===== config.mk =====
export PLATFORM = sky130hd
export DESIGN_NAME = bem_monitor
export DESIGN_NICKNAME = d
export VERILOG_FILES = /design/src/bem_pkg.sv /design/src/bem_blinker.sv /design/src/bem_save_limit.sv /design/src/bem_monitor.sv
export VERILOG_INCLUDE_DIRS = /design/src /design/src/src
export SDC_FILE = /design/constraint.sdc
export NUM_CORES = 1
export LEC_CHECK = 0
export BUFFER_PORTS_ARGS = -buffer_cell sky130_fd_sc_hd__buf_2
export CORE_MARGIN = 8
export CORE_UTILIZATION = 30
export CTS_CLUSTER_DIAMETER = 40
export DETAILED_ROUTE_END_ITERATION = 12
export PLACE_DENSITY_LB_ADDON = 0.3
export SLEW_MARGIN = 30
export SYNTH_ARGS = -nofsm -noshare
export SYNTH_HDL_FRONTEND = slang
export SYNTH_SLANG_ARGS = --single-unit

===== constraint.sdc =====
create_clock -name clk_sys_in -period 6.9 [get_ports clk_sys_in]
set_input_delay 0.345 -clock clk_sys_in [delete_from_list [all_inputs] [get_ports clk_sys_in]]
set_output_delay 0.345 -clock clk_sys_in [all_outputs]
set_load 0.005 [all_outputs]

===== src/bem_cfg.svh =====
// constants for the bridge error monitor
`ifndef BEM_CFG_SVH
`define BEM_CFG_SVH
`define BEM_CODE_RBUF 16'h1020
`define BEM_CODE_PTS 16'h1021
`define BEM_CODE_MODE_BAD 16'h1022
`define BEM_CODE_IP_CHG 16'h1030
`define BEM_CODE_SW_BASE 16'h1040
`define BEM_CODE_HIST_LIM 16'h1050
`define BEM_CODE_IP_LIM 16'h1051
`define BEM_CODE_PAR_LIM 16'h1052
`define BEM_CODE_NVM_ERR 16'h1060
`define BEM_CODE_NONE 16'h0000
`define BEM_ADDR_STATUS 4'h0
`define BEM_ADDR_MASK 4'h1
`define BEM_ADDR_CODE 4'h2
`define BEM_ADDR_CTRL 4'h3
`define BEM_ADDR_COUNT 4'h4
`define BEM_ADDR_SEV 4'h5
`define BEM_MASK_RESET 16'h0000
`define BEM_BLINK_NS 250000000
`define BEM_CLK_NS 100
`define BEM_BLINK_CYC (`BEM_BLINK_NS / `BEM_CLK_NS)
`define BEM_SAVE_MAX 16'h0100
`define BEM_IRQ_BITS 9
`endif


===== src/bem_pkg.sv =====
// types for the bridge error monitor
package bem_pkg;
	typedef enum logic [1:0] {
		BEM_SEV_NONE = 2'h0,
		BEM_SEV_MINOR = 2'h1,
		BEM_SEV_MODERATE = 2'h3,
		BEM_SEV_MAJOR = 2'h2
	} bem_sev_e;
endpackage : bem_pkg


===== src/bem_blinker.sv =====
// square wave for the flashing error lamp
`timescale 1ns/1ps
`include "bem_cfg.svh"
module bem_blinker #(
	parameter int HALF_CYC = `BEM_BLINK_CYC
) (
	// clock and reset
	input wire logic clk_sys_in,
	input wire logic reset_n_in,
	// wave
	output logic wave_out
);
	logic [31:0] cnt_reg;
	wire logic wrap = (cnt_reg >= 32'(HALF_CYC - 1));
	always_ff @(posedge clk_sys_in or negedge reset_n_in) begin
		if (!reset_n_in) begin
			cnt_reg <= 32'h0;
			wave_out <= 1'b0;
		end else begin
			cnt_reg <= wrap ? 32'h0 : cnt_reg + 32'h1;
			if (wrap) wave_out <= ~wave_out;
		end
	end
endmodule : bem_blinker


===== src/bem_save_limit.sv =====
// write-count limiter for one non-volatile storage area
`timescale 1ns/1ps
`include "bem_cfg.svh"
module bem_save_limit #(
	parameter logic [15:0] MAX_SAVES = `BEM_SAVE_MAX
) (
	// clock and reset
	input wire logic clk_sys_in,
	input wire logic reset_n_in,
	// request side
	input wire logic save_req_in,
	output logic save_go_out,
	output logic limit_out,
	output logic [15:0] count_out
);
	wire logic at_max = (count_out >= MAX_SAVES);
	always_ff @(posedge clk_sys_in or negedge reset_n_in) begin
		if (!reset_n_in) begin
			count_out <= 16'h0;
			save_go_out <= 1'b0;
			limit_out <= 1'b0;
		end else begin
			save_go_out <= save_req_in && !at_max;
			if (save_req_in && !at_max) count_out <= count_out + 16'h1;
			limit_out <= at_max;
		end
	end
endmodule : bem_save_limit


===== src/bem_monitor.sv =====
// error detection, classification, lamps and register port of the bridge
//
// Contract
// - major error: run lamp off, field transmission halted, unrecoverable
// - moderate error: error lamp steady on, field transmission halted
// - minor error: keep running, error lamp flashes
// - remote message send outside remote buffer raises 1020H
// - tool points setting while field points setting enabled raises 1021H
// - forbidden mode switch combination raises 1022H until power cycle
// - IP selector differing from power-on position raises 1030H
// - mode switch n differing from power-on position raises 1040H plus n
// - error history save limit raises 1050H and stops history saves
// - IP address save limit raises 1051H and blocks IP saves
// - parameter save limit raises 1052H and blocks parameter saves
// - host error clear request clears pending errors
// - non-volatile access failure during history save raises 1060H
`timescale 1ns/1ps
`include "bem_cfg.svh"
module bem_monitor #(
	parameter int NUM_SW = 12,
	parameter int IP_W = 8,
	parameter logic [15:0] RBUF_SIZE = 16'h0800,
	parameter int BLINK_CYC = `BEM_BLINK_CYC,
	parameter logic [15:0] HIST_MAX = `BEM_SAVE_MAX,
	parameter logic [15:0] IP_MAX = `BEM_SAVE_MAX,
	parameter logic [15:0] PAR_MAX = `BEM_SAVE_MAX
) (
	// clock and reset
	input wire logic clk_sys_in,
	input wire logic reset_n_in,
	// register port
	input wire logic [3:0] reg_addr_in,
	input wire logic [15:0] reg_wdata_in,
	input wire logic reg_wr_in,
	input wire logic reg_rd_in,
	output logic [15:0] reg_rdata_out,
	// fault sources
	input wire logic major_fault_in,
	input wire logic moderate_fault_in,
	input wire logic rmsg_req_in,
	input wire logic [15:0] rmsg_addr_in,
	input wire logic [15:0] rmsg_len_in,
	input wire logic tool_pts_set_in,
	input wire logic field_pts_en_in,
	input wire logic [NUM_SW-1:0] mode_sw_in,
	input wire logic [IP_W-1:0] ip_sw_in,
	input wire logic mode_forbidden_in,
	// non-volatile save requests
	input wire logic hist_save_req_in,
	input wire logic hist_nvm_fail_in,
	input wire logic ip_save_req_in,
	input wire logic par_save_req_in,
	output logic hist_save_go_out,
	output logic ip_save_go_out,
	output logic par_save_go_out,
	// lamps, line and interrupt
	output logic run_led_out,
	output logic err_led_out,
	output logic field_tx_en_out,
	output logic irq_out
);
	// status bits: 0 rbuf,1 pts,2 mode bad,3 ip chg,4 sw chg,5 hist,6 ip lim,7 par lim,8 nvm
	logic captured_reg;
	logic [NUM_SW-1:0] sw_cap_reg;
	logic [IP_W-1:0] ip_cap_reg;
	logic [NUM_SW-1:0] sw_err_reg;
	logic [`BEM_IRQ_BITS-1:0] stat_reg;
	logic [`BEM_IRQ_BITS-1:0] stat_next;
	logic [`BEM_IRQ_BITS-1:0] mask_reg;
	logic mode_bad_reg;
	logic major_reg;
	logic moderate_reg;
	logic [15:0] code_reg;
	logic [15:0] code_next;
	logic blink;
	logic hist_lim;
	logic ip_lim;
	logic par_lim;
	logic hist_go;
	logic ip_go;
	logic par_go;
	logic [15:0] hist_cnt;
	bem_pkg::bem_sev_e sev;

	// register decode
	wire logic wr_status = reg_wr_in && (reg_addr_in == `BEM_ADDR_STATUS);
	wire logic wr_mask = reg_wr_in && (reg_addr_in == `BEM_ADDR_MASK);
	wire logic wr_ctrl = reg_wr_in && (reg_addr_in == `BEM_ADDR_CTRL);
	// ctrl bit 0 is the host error clear request
	wire logic clr_req = wr_ctrl && reg_wdata_in[0];

	// event detection
	wire logic [16:0] rmsg_end = {1'b0, rmsg_addr_in} + {1'b0, rmsg_len_in};
	wire logic ev_rbuf = rmsg_req_in && (rmsg_end > {1'b0, RBUF_SIZE});
	wire logic ev_pts = tool_pts_set_in && field_pts_en_in;
	wire logic [NUM_SW-1:0] sw_diff = captured_reg ? (mode_sw_in ^ sw_cap_reg) : '0;
	wire logic ip_diff = captured_reg && (ip_sw_in != ip_cap_reg);
	wire logic ev_sw = |sw_diff;
	wire logic ev_nvm = hist_go && hist_nvm_fail_in;

	wire logic [`BEM_IRQ_BITS-1:0] events = {ev_nvm, par_lim, ip_lim, hist_lim, ev_sw,
		ip_diff, mode_bad_reg, ev_pts, ev_rbuf};
	// mode-bad is held until power cycle, so a clear cannot drop it
	wire logic [`BEM_IRQ_BITS-1:0] w1c = wr_status ? reg_wdata_in[`BEM_IRQ_BITS-1:0] : '0;
	wire logic [`BEM_IRQ_BITS-1:0] clr_bits = clr_req ? '1 : w1c;
	assign stat_next = (stat_reg & ~clr_bits) | events;

	wire logic minor_any = |stat_reg;
	assign sev = major_reg ? bem_pkg::BEM_SEV_MAJOR :
		moderate_reg ? bem_pkg::BEM_SEV_MODERATE :
		minor_any ? bem_pkg::BEM_SEV_MINOR : bem_pkg::BEM_SEV_NONE;

	// latest code, lowest bit number wins within one cycle
	always_comb begin
		code_next = code_reg;
		if (clr_req) code_next = `BEM_CODE_NONE;
		if (ev_nvm) code_next = `BEM_CODE_NVM_ERR;
		if (par_lim && !stat_reg[7]) code_next = `BEM_CODE_PAR_LIM;
		if (ip_lim && !stat_reg[6]) code_next = `BEM_CODE_IP_LIM;
		if (hist_lim && !stat_reg[5]) code_next = `BEM_CODE_HIST_LIM;
		for (int i = NUM_SW - 1; i >= 0; i--) begin
			if (sw_diff[i] && !sw_err_reg[i]) code_next = `BEM_CODE_SW_BASE + 16'(i + 1);
		end
		if (ip_diff && !stat_reg[3]) code_next = `BEM_CODE_IP_CHG;
		if (mode_bad_reg && !stat_reg[2]) code_next = `BEM_CODE_MODE_BAD;
		if (ev_pts) code_next = `BEM_CODE_PTS;
		if (ev_rbuf) code_next = `BEM_CODE_RBUF;
	end

	// power-on capture of switches
	always_ff @(posedge clk_sys_in or negedge reset_n_in) begin
		if (!reset_n_in) begin
			captured_reg <= 1'b0;
			sw_cap_reg <= '0;
			ip_cap_reg <= '0;
			mode_bad_reg <= 1'b0;
		end else if (!captured_reg) begin
			captured_reg <= 1'b1;
			sw_cap_reg <= mode_sw_in;
			ip_cap_reg <= ip_sw_in;
			mode_bad_reg <= mode_forbidden_in;
		end
	end

	// fault latches and status
	always_ff @(posedge clk_sys_in or negedge reset_n_in) begin
		if (!reset_n_in) begin
			stat_reg <= '0;
			mask_reg <= '0;
			sw_err_reg <= '0;
			major_reg <= 1'b0;
			moderate_reg <= 1'b0;
			code_reg <= `BEM_CODE_NONE;
		end else begin
			stat_reg <= stat_next;
			code_reg <= code_next;
			sw_err_reg <= clr_req ? sw_diff : (sw_err_reg | sw_diff);
			if (wr_mask) mask_reg <= reg_wdata_in[`BEM_IRQ_BITS-1:0];
			major_reg <= major_reg | major_fault_in;
			moderate_reg <= (moderate_reg & ~clr_req) | moderate_fault_in;
		end
	end

	wire logic [15:0] rd_mux =
		(reg_addr_in == `BEM_ADDR_STATUS) ? 16'(stat_reg) :
		(reg_addr_in == `BEM_ADDR_MASK) ? 16'(mask_reg) :
		(reg_addr_in == `BEM_ADDR_CODE) ? code_reg :
		(reg_addr_in == `BEM_ADDR_COUNT) ? hist_cnt :
		(reg_addr_in == `BEM_ADDR_SEV) ? {14'h0, sev} : 16'h0;

	// lamps, transmission and interrupt, all registered
	always_ff @(posedge clk_sys_in or negedge reset_n_in) begin
		if (!reset_n_in) begin
			run_led_out <= 1'b0;
			err_led_out <= 1'b0;
			field_tx_en_out <= 1'b0;
			irq_out <= 1'b0;
			reg_rdata_out <= 16'h0;
		end else begin
			run_led_out <= (sev != bem_pkg::BEM_SEV_MAJOR);
			field_tx_en_out <= (sev == bem_pkg::BEM_SEV_MINOR) || (sev == bem_pkg::BEM_SEV_NONE);
			case (sev)
				bem_pkg::BEM_SEV_MAJOR: err_led_out <= 1'b0;
				bem_pkg::BEM_SEV_MODERATE: err_led_out <= 1'b1;
				bem_pkg::BEM_SEV_MINOR: err_led_out <= blink;
				default: err_led_out <= 1'b0;
			endcase
			irq_out <= |(stat_next & mask_reg);
			reg_rdata_out <= reg_rd_in ? rd_mux : 16'h0;
		end
	end

	bem_blinker #(.HALF_CYC(BLINK_CYC)) u_blink (
		.clk_sys_in(clk_sys_in),
		.reset_n_in(reset_n_in),
		.wave_out(blink)
	);

	bem_save_limit #(.MAX_SAVES(HIST_MAX)) u_hist (
		.clk_sys_in(clk_sys_in),
		.reset_n_in(reset_n_in),
		.save_req_in(hist_save_req_in),
		.save_go_out(hist_go),
		.limit_out(hist_lim),
		.count_out(hist_cnt)
	);
	bem_save_limit #(.MAX_SAVES(IP_MAX)) u_ip (
		.clk_sys_in(clk_sys_in),
		.reset_n_in(reset_n_in),
		.save_req_in(ip_save_req_in),
		.save_go_out(ip_go),
		.limit_out(ip_lim),
		.count_out()
	);
	bem_save_limit #(.MAX_SAVES(PAR_MAX)) u_par (
		.clk_sys_in(clk_sys_in),
		.reset_n_in(reset_n_in),
		.save_req_in(par_save_req_in),
		.save_go_out(par_go),
		.limit_out(par_lim),
		.count_out()
	);
	assign hist_save_go_out = hist_go;
	assign ip_save_go_out = ip_go;
	assign par_save_go_out = par_go;
endmodule : bem_monitor


Word-level counts from Yosys, hierarchy flattened
Index checks and enable logic that the tools add are counted.
W data, S select, Z words.
{ "op_classes": {"n_addsub": 5, "n_lt_le_gt_ge": 5, "n_eq_ne": 9, "muxes": 36, "n_bitwise": 11, "reduce_logical": 55} }
{ "op_table": {"columns": ["cell", "n"], "rows": [
  ["$mux W16", 26],
  ["$add A16 B1 Y16 const B", 3],
  ["$ge A16 B9 Y1 const B", 3],
  ["$add A32 B1 Y32 const B", 1],
  ["$ge A32 B22 Y1 const B", 1],
  ["$mux W32", 1],
  ["$logic_and A1 B1 Y1", 28],
  ["$mux W12", 2],
  ["$reduce_bool A21 Y1", 1],
  ["$logic_not A1 Y1", 20],
  ["$and A9 B9 Y9", 2],
  ["$mux W9", 2],
  ["$reduce_or A9 Y1", 2],
  ["$add A16 B16 Y17", 1],
  ["$gt A17 B12 Y1 const B", 1],
  ["$or A12 B12 Y12", 1],
  ["$reduce_or A12 Y1", 1],
  ["$xor A12 B12 Y12", 1],
  ["$not A9 Y9", 1],
  ["$or A9 B9 Y9", 1],
  ["$eq A4 B2 Y1 const B", 2],
  ["$eq A4 B3 Y1 const B", 2],
  ["$ne A8 B8 Y1", 1],
  ["$mux W2", 3],
  ["12 further kinds", 14]
]} }
{ "word_totals": {"ff_bits": 177, "input_bits": 86, "wordCells": 147} }

Depth between registers and ports, before layout
{ "depth": {"ltp_word": 24, "ltp_mapped": 10, "mapped_depth_nobuf": 10} }

Modules after synthesis
From an unflattened synthesis, not the netlist that was laid out.
{ "unflattened": {"hier_cells": 774, "area_unflattened_um2": 8508.2} }
{ "modules_own_cells": {"columns": ["mod", "n_inst", "cells_each", "area_per_inst_um2", "seq_area_each_um2"], "rows": [
  ["bem_monitor", 1, 467, 4739.5, 2052.0],
  ["bem_save_limit", 3, 55, 740.7, 450.4],
  ["bem_blinker", 1, 142, 1546.5, 825.8]
]} }

Worst setup path after synthesis
OpenSTA, ideal clock, no wires.
{ "synth_timing": {"path_kind": "input port to flip-flop", "startpoint": "input rmsg_addr_in[0]", "endpoint": "register code_reg[5]", "setup_time_ns": 0.159, "arrival_time_ns": 2.535, "required_time_ns": 6.741, "setup_slack_ns": 4.206, "path_stages": 10, "path_buffers": 0, "path_cell_list": "ha_1 fa_1 a211oi_1 o21ai_1 and3_1 nor4_1 and4bb_1 a31oi_2 o31ai_4 o311ai_0"} }
{ "synth_between": {"elab_chain_len": 4} }
{ "synth_lines": {"columns": ["element", "line_no", "source"], "rows": [
  ["start: declaration", "bem_monitor.sv:41", "input wire logic [15:0] rmsg_addr_in,"],
  ["$add A16 B16 Y17 (*)", "bem_monitor.sv:93", "wire logic [16:0] rmsg_end = {1'b0, rmsg_addr_in} + {1'b0, rmsg_len_in};"],
  ["$gt A17 B12 Y1 (*)", "bem_monitor.sv:94", "wire logic ev_rbuf = rmsg_req_in && (rmsg_end > {1'b0, RBUF_SIZE});"],
  ["$logic_and A1 B1 Y1 (*)", "bem_monitor.sv:94", null],
  ["$reduce_bool A21 Y1 (no line) / $mux W16 (equally long branches)", null, null],
  ["end signal: assignment", "bem_monitor.sv:153", "code_reg <= `BEM_CODE_NONE;"],
  ["end signal: assignment", "bem_monitor.sv:156", "code_reg <= code_next;"],
  ["end: declaration", "bem_monitor.sv:73", "logic [15:0] code_reg;"]
]} }
Every way passes the cells marked *; elsewhere a longest branch is shown, timed or not.
A chain may end at the register's enable or synchronous reset.

Worst setup path in the final report
Same ends and word-level chain as after synthesis.

==> results.txt <==
Setup repair after global routing left no endpoint under its margin. After synthesis, the mean cell area works out to 10.6 um^2. The tools report the final worst hold slack as -0.0259 ns.

The die is 180 um wide. The number of hold buffers added after CTS was 0. The final reports fail on negative hold slack.

The congestion estimate from routability-driven global placement came to 0.856. The die covers 32300 um^2. For this design the ratio of total power to cell area is 263 nW/um^2.

Post-CTS repair changed the size of 0 cells. The routed layout has 5699 vias. At the pin with the least slew margin, the transition time is 0.886 ns. In the synthesized netlist the async set-or-reset flop fraction comes to 100%.

In the synthesized netlist the dominant register cell turns out to be sky130_fd_sc_hd__dfrtp_1. Derived from the worst setup path, the maximum achievable clock frequency is 351 MHz. The number of global-route vias before repair was 5884. For this run, the number of Yosys warnings is 0. The area of all placed cells without fillers is 9500 um^2. The initial utilization of the core area, before any placement, comes to 30.2%. For the core outline area, the log shows 26700 um^2. TritonCTS built the clock tree.

The die is 180 um tall. Number of buffers inserted by post-CTS setup repair: 0. 109 I/O pins were placed. The run gives 0 as the final count of pins violating max slew.

Once routing completed, OpenROAD measured the worst setup slack at 4.05 ns. The H-tree was split into 4 levels. The worst path needs 2.85 ns of the cycle, external delays included.

For the required time of the critical path, the log shows 7.16 ns. The run gives 2 as the number of buffers on the longest clock path. The clock reaches the later pin of the worst-skew pair after 0.43 ns. For the count of non-filler cells in the finished layout, the log shows 1212. The tools report the final global-route overflow total as 0.

In this run the worst hold path is classified as input pin to asynchronous set/reset pin. The register with the most flip-flops in the layout has 32 of them. The largest clock skew in the final design came out at 0.0106 ns. On the worst path, the slowest cell contributes a delay of 0.48 ns.

By area the synthesized netlist is led by sky130_fd_sc_hd__dfrtp_1 53%, sky130_fd_sc_hd__mux2_2 4.2%, sky130_fd_sc_hd__xnor2_1 4.0%. The worst setup path is launched from an input pin. The total number of clock tree sinks is 169, and the number of nets with antenna violations after detailed routing is 0. Clock tree synthesis selected as its root buffer the cell sky130_fd_sc_hd__clkbuf_16. The tools report the register area share after synthesis as 52.5%. The synthesis-to-finish area growth was 18.0%; the number of clock buffers inserted by TritonCTS was 17. The worst IR drop on VDD is 0.165 mV. The run finished, with violations left. In this run the cell area measured after placement is 8900 um^2. In the final routed layout, each cell accounts on average for 15.0 um. The count of mapped cells out of synthesis came out at 762.

Once layout is complete, the utilization of the core stands at 35.6%. The worst relative slew slack was 40.8%. The tools report the initial antenna violation count as 10. The number of input and output port buffers inserted came out at 101. For the number of instances in the placed design, the log shows 1178.

The pre-antenna-repair detailed-routing pass consisted of 4 iterations. The synthesized design spends more area on one cell type than any other, namely sky130_fd_sc_hd__dfrtp_1. In this run, synthesis inferred 0 flip-flops with an integrated enable. Across the run, the number of max-cap violations was 0. The first global-routing pass estimated 30400 um of wire. The HPWL after detailed placement is 13600 um. Setup violations remaining at the end of the flow were counted as 0. In this run the biggest area consumer among cell types represents 52.5% of the synthesized area. Dividing the detail-routed via count by the number of cells gives 4.70. The synthesized netlist occupies a cell area of 8050 um^2. The cell with the largest stage delay on the worst path is sky130_fd_sc_hd__o31ai_4. After floorplanning, the core was divided into 60 placement rows. Number of storage elements in the synthesis netlist: 169. The number of buffer and inverter instances along the worst setup path is 1. For the setup TNS, the log shows 0 ns. The most common cell in the synthesized netlist is sky130_fd_sc_hd__dfrtp_1. At the end of the flow, the number of nets in the layout was 966. The post-route netlist has 21.3% of its cells at a drive strength greater than 1.

The DRC violation count after routing was 0. Worst setup path category: input pin to register. For the aggregate global-route resource usage, the log shows 11.6%. After layout, the worst path uses 41.3% of the clock period. In this run the worst path has a maximum fanout of 10. The synthesized netlist contains 68 unique library cells. STA classifies the critical path endpoint as a register. The violation count after the first detailed-routing iteration was 297. After clock tree synthesis, the clock-pin slew on the worst setup and hold paths is 0.07 ns. Entering global routing, the biggest net connects 110 pins.

Walking the worst path, the cells encountered are buf_2 > ha_1 > fa_1 > a211oi_1 > o21ai_1 > and3_1 > nor4_1 > and4bb_1 > a31oi_2 > o31ai_4 > o311ai_0. The tools report the hold violation count in the final report as 13. The family with the most delay on the worst path was compound AO/OA/AOI/OAI gates. The final layout contains routed wiring with a total length of 18100 um. For this design the static power due to leakage is 4.32 nW.

The post-layout total power was 2.49 mW; the pre-CTS worst setup slack was 3.60 ns. Sorting the synthesized cells by how often they occur yields 169 x sky130_fd_sc_hd__dfrtp_1, 79 x sky130_fd_sc_hd__nand2_1, 62 x sky130_fd_sc_hd__nor2_1. At the worst endpoint, the arrival time is 3.11 ns.
[per-layer routing]
| metal | track usage, % | vias to the layer above | routed length [um] |
|---|---|---|---|
| li1 | - | 2850 | - |
| met1 | 15.2 | 2688 | 8720 |
| met2 | 17.1 | 113 | 7880 |
| met3 | 4.58 | 30 | 1200 |
| met4 | 3.90 | 18 | 233 |
| met5 | 0 | - | 111 |
[where the power goes]
| part | switching [mW] | internal (mW) |
|---|---|---|
| Combinational | 0.194 | 0.172 |
| Clock | 0.411 | 0.542 |
| Sequential | 0.0868 | 1.09 |
[cells in the final DEF, fill, tap and decap left out, types with 5 or more instances in the layout]
| cell | n |
|---|---|
| sky130_fd_sc_hd__inv_1 | 29 |
| sky130_fd_sc_hd__mux2i_1 | 8 |
| sky130_fd_sc_hd__nor4_1 | 15 |
| sky130_fd_sc_hd__a31o_2 | 8 |
| sky130_fd_sc_hd__clkinv_4 | 5 |
| sky130_fd_sc_hd__a211oi_1 | 7 |
| sky130_fd_sc_hd__dfrtp_1 | 169 |
| sky130_fd_sc_hd__nor3_1 | 15 |
| sky130_fd_sc_hd__nor2_1 | 62 |
| sky130_fd_sc_hd__o22ai_1 | 7 |
| sky130_fd_sc_hd__nand2_1 | 79 |
| sky130_fd_sc_hd__clkbuf_16 | 17 |
| sky130_fd_sc_hd__nor2b_1 | 14 |
| sky130_fd_sc_hd__a21o_1 | 7 |
| sky130_fd_sc_hd__a31oi_1 | 5 |
| sky130_fd_sc_hd__xor2_1 | 29 |
| sky130_fd_sc_hd__conb_1 | 11 |
| sky130_fd_sc_hd__a21boi_1 | 5 |
| sky130_fd_sc_hd__nand3b_1 | 6 |
| sky130_fd_sc_hd__o21ai_0 | 20 |
| sky130_fd_sc_hd__and2_1 | 10 |
| sky130_fd_sc_hd__xnor2_1 | 37 |
| sky130_fd_sc_hd__ha_1 | 23 |
| sky130_fd_sc_hd__mux2_2 | 30 |
| sky130_fd_sc_hd__and3_1 | 12 |
| sky130_fd_sc_hd__a22o_1 | 7 |
| sky130_fd_sc_hd__nand3_1 | 20 |
| sky130_fd_sc_hd__a21oi_1 | 25 |
| sky130_fd_sc_hd__buf_2 | 100 |
| sky130_fd_sc_hd__nand4_1 | 12 |
[kinds of logic (layout without fill, tap and decap cells)]
kind of cell / Yosys count / in the layout / synth area share [%]
AO/OA/AOI/OAI: 132 / 132 / 11.8
XOR/XNOR: 66 / 66 / 7.18
adder cells (fa/ha/maj): 24 / 24 / 3.82
flip-flops: 169 / 169 / 52.5
other: 2 / 13 / 0.0933
multiplexers: 38 / 38 / 5.19
AND/OR/NAND/NOR: 264 / 264 / 16.2
buffers and inverters: 67 / 165 / 3.26
[path summary, 6_finish.rpt]
kind                       slack (ns)                            start                              end  cells past startpoint
hold reg to reg                  0.38  u_par.count_out[13]$_DFFE_PN0P_  u_par.count_out[13]$_DFFE_PN0P_                      0
setup reg to reg                 4.10           captured_reg$_DFF_PN0_          code_reg[0]$_DFFE_PN0P_                      8
setup / recovery                 4.05                  rmsg_addr_in[0]          code_reg[5]$_DFFE_PN0P_                     11
hold / removal                  -0.03                       reset_n_in    u_ip.count_out[4]$_DFFE_PN0P_                      1
max in group asynchronous        5.59                       reset_n_in     u_blink.cnt_reg[0]$_DFF_PN0_                      2
min in group clk_sys_in          0.10                   major_fault_in              major_reg$_DFF_PN0_                      2
[cell type report]
cell class	count	area (um^2)
flip-flops and latches	169	4230
repair buffers	104	538
multi-input cells	535	3600
clock inverters	15	168
clock buffers	17	425
well taps	341	427
inverters	29	109
fillers	2659	17200
diodes	2	5.00
Power figures use the tool's default switching activity.
